`src/verilog/adr_pkg.sv`:
```
/*
 * Shared constants and carriers for the accelerometer data and status register bank.
 * Assumes one system clock and a byte-wide register port driven by the serial front end.
 */
package adr_pkg;

    // ****************************************************************
    // Register offsets
    // ****************************************************************
    localparam logic [7:0] ADR_OFS_CHIP_IDENTITY = 8'h00;
    localparam logic [7:0] ADR_OFS_X_LOW = 8'h02;
    localparam logic [7:0] ADR_OFS_X_HIGH = 8'h03;
    localparam logic [7:0] ADR_OFS_Y_LOW = 8'h04;
    localparam logic [7:0] ADR_OFS_Y_HIGH = 8'h05;
    localparam logic [7:0] ADR_OFS_Z_LOW = 8'h06;
    localparam logic [7:0] ADR_OFS_Z_HIGH = 8'h07;
    localparam logic [7:0] ADR_OFS_MOTION_STATUS = 8'h09;
    localparam logic [7:0] ADR_OFS_DATA_FIFO_STATUS = 8'h0a;
    localparam logic [7:0] ADR_OFS_SLOPE_INFO = 8'h0b;
    localparam logic [7:0] ADR_OFS_FIFO_STATUS = 8'h0c;
    localparam logic [7:0] ADR_OFS_RANGE_SELECT = 8'h0f;
    localparam logic [7:0] ADR_OFS_POWER_MODE = 8'h11;
    localparam logic [7:0] ADR_OFS_FIFO_READ_PORT = 8'h3f;

    // ****************************************************************
    // Field positions
    // ****************************************************************
    localparam int ADR_BIT_SIG_MOTION = 0;
    localparam int ADR_BIT_SLOPE_MOTION = 2;
    localparam int ADR_BIT_FIFO_FULL = 5;
    localparam int ADR_BIT_FIFO_WM = 6;
    localparam int ADR_BIT_NEW_SAMPLE = 7;
    localparam int ADR_BIT_ORIGIN_LSB = 0;
    localparam int ADR_BIT_POLARITY_LSB = 4;
    localparam int ADR_BIT_OVERRUN = 7;
    localparam int ADR_BIT_SUSPEND = 7;

    // ****************************************************************
    // Reset values and range codes
    // ****************************************************************
    localparam logic [7:0] ADR_RST_BYTE = 8'h00;
    localparam logic [3:0] ADR_RANGE_2G = 4'h3;
    localparam logic [3:0] ADR_RANGE_4G = 4'h5;
    localparam logic [3:0] ADR_RANGE_8G = 4'h8;
    localparam logic [3:0] ADR_RST_RANGE = ADR_RANGE_2G;

    // Decoded full scale presented to the sensing chain.
    typedef enum logic [1:0] {
        ADR_SCALE_2G = 2'b00,
        ADR_SCALE_4G = 2'b01,
        ADR_SCALE_8G = 2'b10,
        ADR_SCALE_UNDEF = 2'b11
    } adr_scale_t;

    // Per-axis slope detector report.
    typedef struct packed {
        logic [2:0] origin;
        logic [2:0] polarity;
    } adr_slope_t;

    // Register port request from the serial front end.
    typedef struct packed {
        logic rd;
        logic wr;
        logic [7:0] addr;
        logic [7:0] wdata;
    } adr_req_t;

endpackage

```
`src/verilog/adr_range_decode.sv`:
```
/*
 * Range code decoder: maps the four-bit range field to a full-scale selection.
 * Assumes a registered input from the same clock domain.
 */
`timescale 1ns/100ps
`default_nettype none

module adr_range_decode
    import adr_pkg::*;
(
    // Code in.
    input wire logic [3:0] code,
    // Scale out.
    output adr_scale_t scale
);

    // Only three codes have a defined full scale; the rest are flagged undefined.
    assign scale = (code == ADR_RANGE_2G) ? ADR_SCALE_2G :
                   (code == ADR_RANGE_4G) ? ADR_SCALE_4G :
                   (code == ADR_RANGE_8G) ? ADR_SCALE_8G :
                   ADR_SCALE_UNDEF;

endmodule

`default_nettype wire

```
`src/verilog/adr_regs.sv`:
```
/*
 * Data and status register bank of a three-axis accelerometer.
 * Assumes the serial front end issues one-cycle read and write strobes on this clock,
 * and the sensing core delivers samples and event pulses on the same clock.
 */
`timescale 1ns/100ps
`default_nettype none

module adr_regs
    import adr_pkg::*;
#(
    parameter logic [7:0] IDENTITY_VALUE = 8'h5a, // Arbitrary value.
    parameter int FILL_W = 7
)
(
    // Clock and reset.
    input wire logic clock,
    input wire logic rst_n,
    // Register port.
    input wire adr_req_t req,
    output logic [7:0] rdata_q,
    output logic rvalid_q,
    output logic fifo_pop_q,
    // Sensing core inputs.
    input wire logic sample_valid,
    input wire logic [11:0] x_accel_result,
    input wire logic [11:0] y_accel_result,
    input wire logic [11:0] z_accel_result,
    input wire logic significant_motion_flag,
    input wire logic slope_motion_flag,
    input wire adr_slope_t slope_report,
    input wire logic fifo_full_flag,
    input wire logic fifo_watermark_flag,
    input wire logic new_sample_flag,
    input wire logic overrun_event,
    input wire logic [FILL_W-1:0] fifo_fill_count,
    input wire logic [7:0] fifo_read_data,
    // Controls to the sensing core.
    output adr_scale_t scale_q,
    output logic suspend_q
);

    // ****************************************************************
    // Storage
    // ****************************************************************
    logic [11:0] x_q;
    logic [11:0] y_q;
    logic [11:0] z_q;
    logic [7:0] motion_q;
    logic [7:0] data_fifo_q;
    logic [7:0] slope_q;
    logic fifo_overrun_flag_q;
    logic [FILL_W-1:0] fill_q;
    logic [3:0] range_q;
    logic suspend_d;
    logic [3:0] range_d;
    logic overrun_d;

    // ****************************************************************
    // Decode
    // ****************************************************************
    wire logic wr_range = req.wr && (req.addr == ADR_OFS_RANGE_SELECT);
    wire logic wr_power = req.wr && (req.addr == ADR_OFS_POWER_MODE);
    wire logic rd_port = req.rd && (req.addr == ADR_OFS_FIFO_READ_PORT);
    wire adr_scale_t scale_w;

    // Status bytes from the core; reserved positions stay zero.
    wire logic [7:0] motion_w = (8'(significant_motion_flag) << ADR_BIT_SIG_MOTION)
                              | (8'(slope_motion_flag) << ADR_BIT_SLOPE_MOTION);
    wire logic [7:0] data_fifo_w = (8'(fifo_full_flag) << ADR_BIT_FIFO_FULL)
                                 | (8'(fifo_watermark_flag) << ADR_BIT_FIFO_WM)
                                 | (8'(new_sample_flag) << ADR_BIT_NEW_SAMPLE);
    wire logic [7:0] slope_w = (8'(slope_report.origin) << ADR_BIT_ORIGIN_LSB)
                             | (8'(slope_report.polarity) << ADR_BIT_POLARITY_LSB);

    // Set wins over the read clear so an overrun in the clearing cycle is kept.
    assign overrun_d = overrun_event ? 1'b1 : (rd_port ? 1'b0 : fifo_overrun_flag_q);
    // Only the low nibble is writable; upper bits are reserved.
    assign range_d = wr_range ? req.wdata[3:0] : range_q;
    assign suspend_d = wr_power ? req.wdata[ADR_BIT_SUSPEND] : suspend_q;

    // Low nibble of a result goes to the top half of the low byte.
    function automatic logic [7:0] low_byte(input logic [11:0] v);
        low_byte = {v[3:0], 4'h0};
    endfunction

    // Read multiplexer; unmapped offsets read zero.
    function automatic logic [7:0] read_mux(input logic [7:0] a);
        read_mux = ADR_RST_BYTE;
        unique case (a)
            ADR_OFS_CHIP_IDENTITY: read_mux = IDENTITY_VALUE;
            ADR_OFS_X_LOW: read_mux = low_byte(x_q);
            ADR_OFS_X_HIGH: read_mux = x_q[11:4];
            ADR_OFS_Y_LOW: read_mux = low_byte(y_q);
            ADR_OFS_Y_HIGH: read_mux = y_q[11:4];
            ADR_OFS_Z_LOW: read_mux = low_byte(z_q);
            ADR_OFS_Z_HIGH: read_mux = z_q[11:4];
            ADR_OFS_MOTION_STATUS: read_mux = motion_q;
            ADR_OFS_DATA_FIFO_STATUS: read_mux = data_fifo_q;
            ADR_OFS_SLOPE_INFO: read_mux = slope_q;
            ADR_OFS_FIFO_STATUS: read_mux = {fifo_overrun_flag_q, 7'(fill_q)};
            ADR_OFS_RANGE_SELECT: read_mux = {4'h0, range_q};
            ADR_OFS_POWER_MODE: read_mux = {suspend_q, 7'h00};
            ADR_OFS_FIFO_READ_PORT: read_mux = fifo_read_data;
            default: read_mux = ADR_RST_BYTE;
        endcase
    endfunction

    adr_range_decode u_range_decode (
        .code(range_q),
        .scale(scale_w)
    );

    // ****************************************************************
    // Sample capture
    // ****************************************************************
    // Results update only with a fresh sample; suspend freezes them so a range change
    // made while suspended never shows a half-scaled sample.
    always_ff @(posedge clock or negedge rst_n)
    begin
        if (!rst_n)
        begin
            x_q <= 12'h000;
            y_q <= 12'h000;
            z_q <= 12'h000;
        end
        else if (sample_valid && !suspend_q)
        begin
            x_q <= x_accel_result;
            y_q <= y_accel_result;
            z_q <= z_accel_result;
        end
    end

    // ****************************************************************
    // Status and control
    // ****************************************************************
    // Status mirrors the core level each cycle, except the overrun flag, held until a FIFO port read; no host write can reach it.
    always_ff @(posedge clock or negedge rst_n)
    begin
        if (!rst_n)
        begin
            motion_q <= ADR_RST_BYTE;
            data_fifo_q <= ADR_RST_BYTE;
            slope_q <= ADR_RST_BYTE;
            fill_q <= '0;
            fifo_overrun_flag_q <= 1'b0;
            range_q <= ADR_RST_RANGE;
            suspend_q <= 1'b0;
            scale_q <= ADR_SCALE_2G;
        end
        else
        begin
            motion_q <= motion_w;
            data_fifo_q <= data_fifo_w;
            slope_q <= slope_w;
            fill_q <= fifo_fill_count;
            fifo_overrun_flag_q <= overrun_d;
            range_q <= range_d;
            suspend_q <= suspend_d;
            scale_q <= scale_w;
        end
    end

    // ****************************************************************
    // Read answer
    // ****************************************************************
    // Data is returned one cycle after the read strobe.
    always_ff @(posedge clock or negedge rst_n)
    begin
        if (!rst_n)
        begin
            rdata_q <= ADR_RST_BYTE;
            rvalid_q <= 1'b0;
            fifo_pop_q <= 1'b0;
        end
        else
        begin
            rdata_q <= req.rd ? read_mux(req.addr) : rdata_q;
            rvalid_q <= req.rd;
            fifo_pop_q <= rd_port;
        end
    end

endmodule

`default_nettype wire
```
`config.mk`:
```
export PLATFORM = sky130hd
export DESIGN_NAME = adr_regs
export DESIGN_NICKNAME = d
export VERILOG_FILES = /design/src/verilog/adr_pkg.sv /design/src/verilog/adr_range_decode.sv /design/src/verilog/adr_regs.sv
export SDC_FILE = /design/constraint.sdc
export NUM_CORES = 1
export LEC_CHECK = 0
export BUFFER_PORTS_ARGS = -buffer_cell sky130_fd_sc_hd__buf_4
export CORE_AREA = 2 2 90 92
export DETAILED_ROUTE_END_ITERATION = 16
export DIE_AREA = 0 0 92 94
export PLACE_DENSITY = 0.69
export SYNTH_ARGS = -nofsm -noshare
export SYNTH_HDL_FRONTEND = slang
export SYNTH_HIERARCHICAL = 1
export SYNTH_SLANG_ARGS = --single-unit
export TNS_END_PERCENT = 50
```
`constraint.sdc`:
```
create_clock -name clock -period 1.6 [get_ports clock]
set_input_delay 0 -clock clock [delete_from_list [all_inputs] [get_ports clock]]
set_output_delay 0 -clock clock [all_outputs]
set_load 0.005 [all_outputs]
```
After elaboration in Yosys (flattened, before gate mapping)
Cells that the tools add are included.

Bits in registers: 79. Output and inout bits: 13.

Reductions and logical operators: 7. Multiplexer cells: 6. Bitwise operators: 4. Equality and inequality tests: 16.

Operator list (number): $pmux 8 s14 (1); $eq 8x4->1 const B (5); $eq 8x3->1 const B (4); $eq 8x2->1 const B (2); $eq 8x5->1 const B (1); $eq 8x6->1 const B (1); $logic_not 8->1 (1); $or 7x8->8 (1); $or 3x7->7 (1); $or 6x7->7 (1); $eq 4x2->1 const B (1); $eq 4x3->1 const B (1); $eq 4x4->1 const B (1); $logic_and 1x1->1 (4); $mux 2 (2); $mux 1 (3); $or 1x3->3 (1); $reduce_bool 2->1 (1); $logic_not 1->1 (1).

Depth between registers and ports, before layout
Gate-level depths: netlist of run 1.

Depth after elaboration: 4. Depth in mapped cells: 7. Mapped depth without buffers: 5.

Hierarchy
The synthesis of run 1 kept the hierarchy.

By module, submodules not included: adr_regs (times used 1, sequential area each 1804.2 sq um, cells an instance 264, area an instance 3318.2 sq um); adr_range_decode (times used 1, sequential area each 0.0 sq um, cells an instance 5, area an instance 41.3 sq um).

Worst setup path after synthesis of run 1
Ideal clock, no wire load.

Path kind: register to register. Start: reg suspend_q. End: reg x_q[10]. Clock period less this slack: 1512 ps. Cell stages (with the launch flop): 5. Data arrival time: 1387 ps. Slack: 88 ps. Path through: dfrtp_1 -> nor2b_1 -> buf_2 -> buf_1 -> mux2_2.

Longest elaborated chain between the ends: 2.

RTL lines: start, declared (RTL line adr_regs.sv:40) `output logic suspend_q`; start signal, assigned (RTL line adr_regs.sv:160) `suspend_q <= suspend_d;`; $logic_not 1->1 (RTL line adr_regs.sv:127) `else if (sample_valid && !suspend_q)`; $logic_and 1x1->1 (RTL line adr_regs.sv:127); end signal, assigned (RTL line adr_regs.sv:129) `x_q <= x_accel_result;`; end, declared (RTL line adr_regs.sv:46) `logic [11:0] x_q;`.

Every way passes these cells. A chain may end at the register's enable or synchronous reset.

Worst setup path in the final report of run 1
Start: reg z_q[10]. End: reg rdata_q[6].

Longest elaborated chain between the ends: 1.

RTL lines: start, declared (RTL line adr_regs.sv:48) `logic [11:0] z_q;`; start signal, assigned (RTL line adr_regs.sv:131) `z_q <= z_accel_result;`; $pmux 8 s14 (RTL line adr_regs.sv:90) `unique case (a)`; end signal, assigned (RTL line adr_regs.sv:179) `rdata_q <= req.rd ? read_mux(req.addr) : rdata_q;`; end, declared (RTL line adr_regs.sv:21) `output logic [7:0] rdata_q,`.

Every way passes these cells.

==> results.md, run 1 <==
Power and ir drop:
- The total power draw is roughly 4.1 mW.
- The total power density per cell area is between 800 and 900 mW/mm².
- The worst vdd rail ir drop is roughly 520 µV.
- The static leakage power is 2.173 nW.

Floorplan:
- The core outline area is 0.007607 mm².
- The die is a little over 90 µm wide.
- The number of placement rows is 32.
- From bottom edge to top edge, the die measures 94 µm.
- The starting utilization of the core area is between 40% and 50%.
- The die area is between 0.008 and 0.009 mm².
- 97 I/O pins were placed.

Setup path:
- The worst register-to-register path has a depth of 4.
- The start point of the critical path is z_q[10]$_DFFE_PN0P_.
- The largest individual stage delay along the critical path comes from the cell sky130_fd_sc_hd__mux4_2.
- At the worst endpoint, the arrival time is between 1.5 and 2 ns.
- The launch instance of the worst register-to-register path is z_q[10]$_DFFE_PN0P_.
- STA classifies the critical path startpoint as a flop.
- Together, buffers and inverters on the worst path number 0.
- The worst setup path is captured at a flop.
- The worst stage delay on the critical path is around 0.46 ns.
- The path type of the worst setup path is reg2reg.
- The number of stages on the worst setup path is 4.
- The largest fanout on the critical path is 2.
- The critical path goes through mux4_2, a22o_1, a211oi_2, o22ai_1.
- The critical path required time is ~1.8 ns.
- In this run the register-to-register setup slack is ~0.1 ns.
- Grouping stages by cell kind, the critical path spends the most delay in compound AO/OA/AOI/OAI gates.
- The end point of the critical path is rdata_q[6]$_DFFE_PN0P_.
- The worst register-to-register path ends at rdata_q[6]$_DFFE_PN0P_.

Detailed routing:
- Summed over all layers, the routed wires come to around 9000 µm.
- The detailed router placed 2832 vias in this run.
- The initial detailed-routing violation count is ~160.
- The residual DRC count is 0.
- The count of nets left with antenna violations once routing finished came out at 0.
- After detailed routing, the average wire length per cell comes to between 15 and 20 µm.
- After detailed routing, the number of vias per cell comes to 5.274.
- The total iterations of the first detailed-routing run is 4.

Yosys:
- The flip-flop and latch count after synthesis is a little over 70.
- Of all flip-flops after synthesis, the portion carrying an async set or reset was between 90% and 100%.
- In the synthesized netlist, the number of instances is 269.
- The proportion of netlist area held by the largest area contributor is 52.14%.
- The per-instance average area after synthesis is roughly 12 µm².
- The synthesized area is ~0.0034 mm².
- The count of flip-flops with a built-in enable after synthesis is 0.
- The net count of the mapped netlist is 353.
- The number of warnings issued by yosys is 6.
- Yosys attributes the largest share of cell area to sky130_fd_sc_hd__dfrtp_1, sky130_fd_sc_hd__mux2_2, sky130_fd_sc_hd__mux2i_1, sky130_fd_sc_hd__a22oi_1, sky130_fd_sc_hd__nand2_1.
- The most used flip-flop cell after synthesis is sky130_fd_sc_hd__dfrtp_1.
- Counting distinct cell types in the post-synthesis netlist gives 50.
- The part of the Yosys area used for sequential elements is a little over half.
- The cell accounting for the most synthesized area is sky130_fd_sc_hd__dfrtp_1.

Place:
- The weighted congestion reported at the end of routability-driven placement is ~0.85.
- The count of input and output buffers is 93.
- The HPWL after detailed placement is roughly 6100 µm.
- The area after detailed placement is approximately 0.0042 mm².
- The minimum setup slack after placement is 0.03006 ns.

Global routing:
- The overall track demand over capacity in global routing is between 20% and 30%.
- The number of global-route vias before repair is between 2000 and 3000.
- The initial antenna violation count is 0.
- The first-pass GRT wire length is roughly 14000 µm.
- The maximum number of pins on one net before global-route repair is 37.
- The total overflow left after global routing is 0.

Status:
- The run finished with clean final reports.

CTS:
- The number of CTS-inserted buffers is 9.
- The number of sinks on the clock net is roughly 70.
- The clock latency reported for the late side of the worst-skew pair is between 0.3 and 0.4 ns.
- TritonCTS built the clock tree.
- The maximum clock insertion buffer count is 2.
- In this run the post-CTS setup repair buffer count came out at 0.
- The H-tree level count is 3.
- The buffer type at the clock tree root is sky130_fd_sc_hd__clkbuf_8.
- After clock tree synthesis, the clock-pin slew on the worst setup and hold paths is ~0.07 ns.

Cells and area:
- The antenna diode instance count is 0.
- The fraction of layout cells with a size suffix above 1 is between 40% and 50%.
- The finished cells cover ~0.005 mm².
- From synthesis to final layout, the design area changed by 49.50%.
- For this run, the post-layout net count is just over 500.
- The number of fill cells is roughly 600.

Min path:
- The path class of the lowest-slack min-delay path is in2reg.

STA:
- The worst-margin pin slew is approximately 0.43 ns.
- Based on the critical path, the design can be clocked at up to roughly 670 MHz.
- The worst setup slack after layout is 0.09972 ns.
- The final hold violation count is 0.
- Setup violations remaining at the end of the flow were counted as 0.
- In this run the tightest slew margin relative to its limit is between 70% and 80%.
- The setup total negative slack is 0 ns.
- The clock tree skew after final layout is between 0.006 and 0.007 ns.
- Setup repair after global routing left no endpoint under its margin.
- The smallest clock period supported by the final layout is computed as around 1.5 ns.
- Dividing the final minimum period by the clock period gives 93.77%.
- The final max-slew violation count is 0.

Flow run:
- Max-cap violations in this run came to 0.
[flip-flops by register name, indices dropped and copies added, names as in the netlist]
name and flops:
slope_q 6, fill_q 7, scale_q 2, x_q 12
z_q 12, fifo_overrun_flag_q 1, rdata_q 8, suspend_q 1
y_q 12, rvalid_q 1, fifo_pop_q 1, range_q 4
data_fifo_q 3, motion_q 2
[metrics by stage]
step / std cells / hold slack [ns] / util [%]
6_report: 537 / 0.05705 / 66.02
5_1_grt: 537 / 0.06497 / 66.02
4_1_cts: 537 / 0.04543 / 65.95
3_5_place_dp: 460 / -0.04350 / 55.35
3_3_place_gp: 460 / -0.05014 / 55.35
2_1_floorplan: 269 / -0.2956 / -
[repair_timing]
action	in CTS	in global routing
resized for setup	0	1
hold endpoints to repair	115	0
hold buffers	62	0
endpoints found under the setup margin	0	1
[cells by family (layout without fill, tap and decap cells)]
logic type                Yosys count  after routing  synth area share (%)
AOI/OAI and AO/OA                  54             54                 11.17
xor gates and xnor gates            2              2                0.5215
buffers and inverters              26            192                 3.762
muxes                              51             51                 17.54
DFF                                72             72                 53.71
and+or+nand+nor                    64             64                 13.30
[worst min-delay path by stage]
stage / cells past startpoint / end / start / slack, ns
after global placement: 1 / z_q[1]$_DFFE_PN0P_ / rst_n / -0.05
after floorplan: 0 / data_fifo_q[5]$_DFF_PN0_ / rst_n / -0.30
after detailed placement: 1 / z_q[1]$_DFFE_PN0P_ / rst_n / -0.04
final: 4 / rdata_q[1]$_DFFE_PN0P_ / fifo_read_data[1] / 0.06
after global routing: 4 / rdata_q[7]$_DFFE_PN0P_ / fifo_read_data[7] / 0.06
after CTS: 4 / rdata_q[6]$_DFFE_PN0P_ / fifo_read_data[6] / 0.05
[layer usage]
layer / vias up / wire length [µm] / global-route usage (%)
met5: - / 0 / 0
met4: 0 / 282 / 9.328
met3: 24 / 501 / 4.976
met2: 108 / 4541 / 36.34
met1: 1386 / 3719 / 27.45
li1: 1314 / - / -
[placed cells by master (no fill, tap or decap), types with 2 or more instances in the layout]
master	instances
sky130_fd_sc_hd__nor4b_4	2
sky130_fd_sc_hd__nand3_1	8
sky130_fd_sc_hd__nand3b_1	4
sky130_fd_sc_hd__a22o_1	4
sky130_fd_sc_hd__a22oi_1	8
sky130_fd_sc_hd__inv_1	9
sky130_fd_sc_hd__a211oi_1	4
sky130_fd_sc_hd__and2_2	2
sky130_fd_sc_hd__dfrtp_1	70
sky130_fd_sc_hd__nor2_1	9
sky130_fd_sc_hd__mux2_2	43
sky130_fd_sc_hd__nand2_1	15
sky130_fd_sc_hd__dfstp_2	2
sky130_fd_sc_hd__o21ai_0	9
sky130_fd_sc_hd__nor4b_2	2
sky130_fd_sc_hd__mux4_2	2
sky130_fd_sc_hd__mux2i_1	6
sky130_fd_sc_hd__a32o_1	3
sky130_fd_sc_hd__buf_4	105
sky130_fd_sc_hd__clkbuf_8	9
sky130_fd_sc_hd__and3b_1	2
sky130_fd_sc_hd__o22ai_1	9
sky130_fd_sc_hd__nor3_1	2
sky130_fd_sc_hd__and3_4	2
sky130_fd_sc_hd__clkinvlp_4	2
sky130_fd_sc_hd__a21oi_1	9
sky130_fd_sc_hd__nand4_1	2
sky130_fd_sc_hd__a31oi_1	2
sky130_fd_sc_hd__dlygate4sd3_1	62
[Yosys cell counts, types with 5 or more instances]
| master | count |
|---|---|
| sky130_fd_sc_hd__nand3_1 | 8 |
| sky130_fd_sc_hd__buf_2 | 8 |
| sky130_fd_sc_hd__o21ai_0 | 9 |
| sky130_fd_sc_hd__inv_1 | 9 |
| sky130_fd_sc_hd__mux2i_1 | 6 |
| sky130_fd_sc_hd__dfrtp_1 | 70 |
| sky130_fd_sc_hd__a211oi_1 | 5 |
| sky130_fd_sc_hd__a22oi_1 | 8 |
| sky130_fd_sc_hd__nor2_1 | 9 |
| sky130_fd_sc_hd__a21oi_1 | 9 |
| sky130_fd_sc_hd__o22ai_1 | 9 |
| sky130_fd_sc_hd__mux2_2 | 43 |
| sky130_fd_sc_hd__nand2_1 | 15 |
[power breakdown]
group	switching, mW	internal (mW)
Combinational	0.255	0.403
Clock	0.680	0.712
Sequential	0.0674	1.94
[worst reg2reg max path, cell delays in order (launching register included)]
cell and delay (ns):
sky130_fd_sc_hd__dfrtp_1 0.38, sky130_fd_sc_hd__mux4_2 0.46, sky130_fd_sc_hd__a22o_1 0.24, sky130_fd_sc_hd__a211oi_2 0.20, sky130_fd_sc_hd__o22ai_1 0.09
[cell type report]
class,count,area [µm²],share of cell area (%)
clock inverters,5,58.81,1.171
multi-input cells,171,1441,28.70
clock buffers,10,127.6,2.541
repair buffers,168,1429,28.45
inverters,9,33.78,0.6726
well taps,102,127.6,2.541
flip-flops and latches,72,1804,35.92
Power figures use the tool's default switching activity.
==> inputs of run 2 (changes only) <==
--- a/config.mk
+++ b/config.mk
@@ -9,6 +9,7 @@
 export CORE_AREA = 2 2 90 92
 export DETAILED_ROUTE_END_ITERATION = 16
 export DIE_AREA = 0 0 92 94
+export GPL_TIMING_DRIVEN = 0
 export PLACE_DENSITY = 0.69
 export SYNTH_ARGS = -nofsm -noshare
 export SYNTH_HDL_FRONTEND = slang
==> run 2 against run 1 <==
Clock power rose by 6%; register-to-register slack got worse by 0.08 ns; sequential cell count did not move; critical path type unchanged.
==> results.md, run 2 (synthesis gave the netlist of run 1 again) <==
Status:
- The run finished with clean final reports.

Power and ir drop:
- The worst vdd rail ir drop is 599.3 µV (+15%).
- The static leakage power is 2.159 nW (-0.60%).
- The total power density per cell area is 827.6 mW/mm² (+2.4%).
- The total power draw is 4.147 mW (+2.1%).

STA:
- The final critical-path required period is 1.577 ns (+0.07647 ns).
- The final period utilization is 98.55% (+4.8 points).
- The setup violation total in the final timing report came to 0 (unchanged).
- The final max-slew violation count was 0 (unchanged).
- Setup repair after global routing left no endpoint under its margin.
- The highest achievable clock rate is 634.2 MHz (-4.8%).
- The final hold violation count is 0 (unchanged).
- The worst-margin pin slew is 0.9005 ns (+0.4753 ns).
- The relative max-transition margin came to 39.97% (-32 points).
- The clock tree skew after final layout is 0.008350 ns (+0.001590 ns).
- The setup total negative slack was 0 ns (unchanged).

Place:
- The area after detailed placement came to 0.004170 mm² (-0.95%).
- The HPWL after detailed placement came to 6226 µm (+2.2%).
- The post-placement cell count is 462 (+0.43%).
- The count of input and output buffers is 91 (-2.2%).
- The weighted congestion reported at the end of routability-driven placement is 0.8626 (+1.3%).

Global routing:
- The maximum number of pins on one net before global-route repair came to 73 (+97%).
- The overall track demand over capacity in global routing came to 22.63% (+0.82 points).
- The number of global-route vias before repair is 2901 (+4.5%).
- The first-pass GRT wire length is 14740 µm (+4.1%).
- The initial antenna violation count is 0 (unchanged).
- The remaining global-route overflow is 0 (unchanged).

CTS:
- The number of sinks on the clock net came to 72 (unchanged).
- CTS placed an instance of sky130_fd_sc_hd__clkbuf_8 at the clock tree root.
- The total setup buffers inserted after CTS is 0 (unchanged).
- The number of CTS-inserted buffers is 9 (unchanged).
- The clock latency reported for the late side of the worst-skew pair was 0.35 ns (about the same).
- The clock edge transition at the registers on the reported setup and hold paths came to 0.08 ns (about the same).
- The H-tree level count is 3 (unchanged).
- The maximum clock insertion buffer count is 2 (unchanged).
- TritonCTS built the clock tree.

Cells and area:
- The number of nets in the layout came to 517 (+0.39%).
- Relative to the synthesized area, the layout overhead comes to 49.16%.
- The area of all placed cells without fillers came to 0.005011 mm² (-0.22%).
- The fraction of layout cells with a size suffix above 1 is 42.24% (-0.29 points).
- The library cell used most frequently in the layout, excluding fill and tap cells, is sky130_fd_sc_hd__buf_4.
- The post-route non-filler standard cell count is 540 (+0.56%).
- The largest registers in the layout are x_q (12), y_q (12), z_q (12).
- The share of the core filled with cells in the final layout was 65.87% (-0.15 points).
- The antenna diode instance count came to 0 (unchanged).
- Leaving out fill and tap cells, the most frequent cells in the layout are sky130_fd_sc_hd__buf_4, sky130_fd_sc_hd__dfrtp_1, sky130_fd_sc_hd__dlygate4sd3_1.

Floorplan:
- The core outline area is 0.007607 mm² (unchanged).
- The starting utilization of the core area is 44.16% (unchanged).
- The number of placement rows is 32 (unchanged).
- The number of ports placed on the die boundary was 97 (unchanged).
- The die area is 0.008648 mm² (unchanged).
- The vertical extent of the die is 94 µm (unchanged).
- The horizontal die dimension is 92 µm (unchanged).

Detailed routing:
- The total via count in the routed design came to 2806 (-0.92%).
- The initial detailed-routing violation count came to 189 (+19%).
- The total iterations of the first detailed-routing run was 5 (+1).
- The post-detailed-route via-to-cell ratio is 5.196 (-1.5%).
- The detailed-route wire length is 9216 µm (+1.9%).
- The detailed-route wire length per cell is 17.07 µm (+1.3%).
- The remaining antenna violation count is 0 (unchanged).
- The residual DRC count is 0 (unchanged).

Setup path:
- The arrival time of the worst setup path is 1.79 ns (+0.08 ns).
- The largest fanout on the critical path was 2 (unchanged).
- The critical path required time is 1.81 ns (about the same).
- The setup path with the least slack is of type reg2reg.
- STA classifies the critical path startpoint as a flop.
- The worst setup path is captured at a flop.

Flow run:
- The max-cap check violation count is 0 (unchanged).

Min path:
- The path class of the lowest-slack min-delay path is in2reg.
## run 2: changes by cell type in the layout (fill, tap and decap cells not counted), sizes merged
cell / previous run / this run
inv: 9 / 10
clkinv: 2 / 1
clkinvlp: 2 / 3
clkbuf: 10 / 12
## run 2: timing repair
action,CTS,global route
pin swaps,0,1
cloned,0,0
endpoints found under the setup margin,31,21
hold endpoints to repair,131,0
hold buffers,62,0
gates resized for setup,5,4
## run 2: critical path, stage by stage, from the launching register on
cell	delay (ns)
sky130_fd_sc_hd__dfrtp_1	0.38
sky130_fd_sc_hd__mux4_2	0.48
sky130_fd_sc_hd__a22o_1	0.25
sky130_fd_sc_hd__a211oi_2	0.23
sky130_fd_sc_hd__o22ai_1	0.09
## run 2: final timing paths
check                                        from                     end  slack (ns)  cells after the start
hold reg to reg            range_q[0]$_DFFE_PN1P_    scale_q[1]$_DFF_PN0_        0.51                      1
max in group asynchronous                   rst_n  rdata_q[7]$_DFFE_PN0P_        0.69                      2
setup / recovery              z_q[10]$_DFFE_PN0P_  rdata_q[6]$_DFFE_PN0P_        0.02                      4
setup reg to reg              z_q[10]$_DFFE_PN0P_  rdata_q[6]$_DFFE_PN0P_        0.02                      4
hold / removal                  fifo_read_data[6]  rdata_q[6]$_DFFE_PN0P_        0.07                      4
min in group asynchronous                   rst_n      z_q[6]$_DFFE_PN0P_        0.30                      2
## run 2: power breakdown
group | internal, mW | switching (mW) | total (mW)
Clock | 0.765 | 0.716 | 1.48
Sequential | 1.94 | 0.0679 | 2.01
Combinational | 0.397 | 0.258 | 0.655
Total | 3.10 | 1.04 | 4.15
## run 2: layout make-up
class                           instances  area, µm²
Inverter                                9      33.78
Tap cell                              102      127.6
Clock inverter                          6      66.31
Fill cell                             596       2596
Buffer                                 17      103.9
Multi-Input combinational cell        171       1434
Sequential cell                        72       1804
Timing Repair Buffer                  153       1304
Clock buffer                           10      137.6
## run 2: stage by stage
step | hold WS, ns | worst slack (ns)
floorplan | -0.2956 | 0.08771
global placement | 0.1111 | -0.2226
detailed placement | 0.1104 | -0.2509
CTS | 0.05196 | -0.0008711
global route | 0.08092 | 0.01776
finish | 0.06528 | 0.02325
## run 2: metal layers
layer  GRT usage, %  up-vias  share of wire [%]  wire (µm)
li1               -     1318                  -          -
met2          38.48       88                 50       4635
met4          6.716        0                1.6        151
met3          5.056       13                5.3        484
met5              0        -                  0          0
met1          29.12     1387                 43       3945
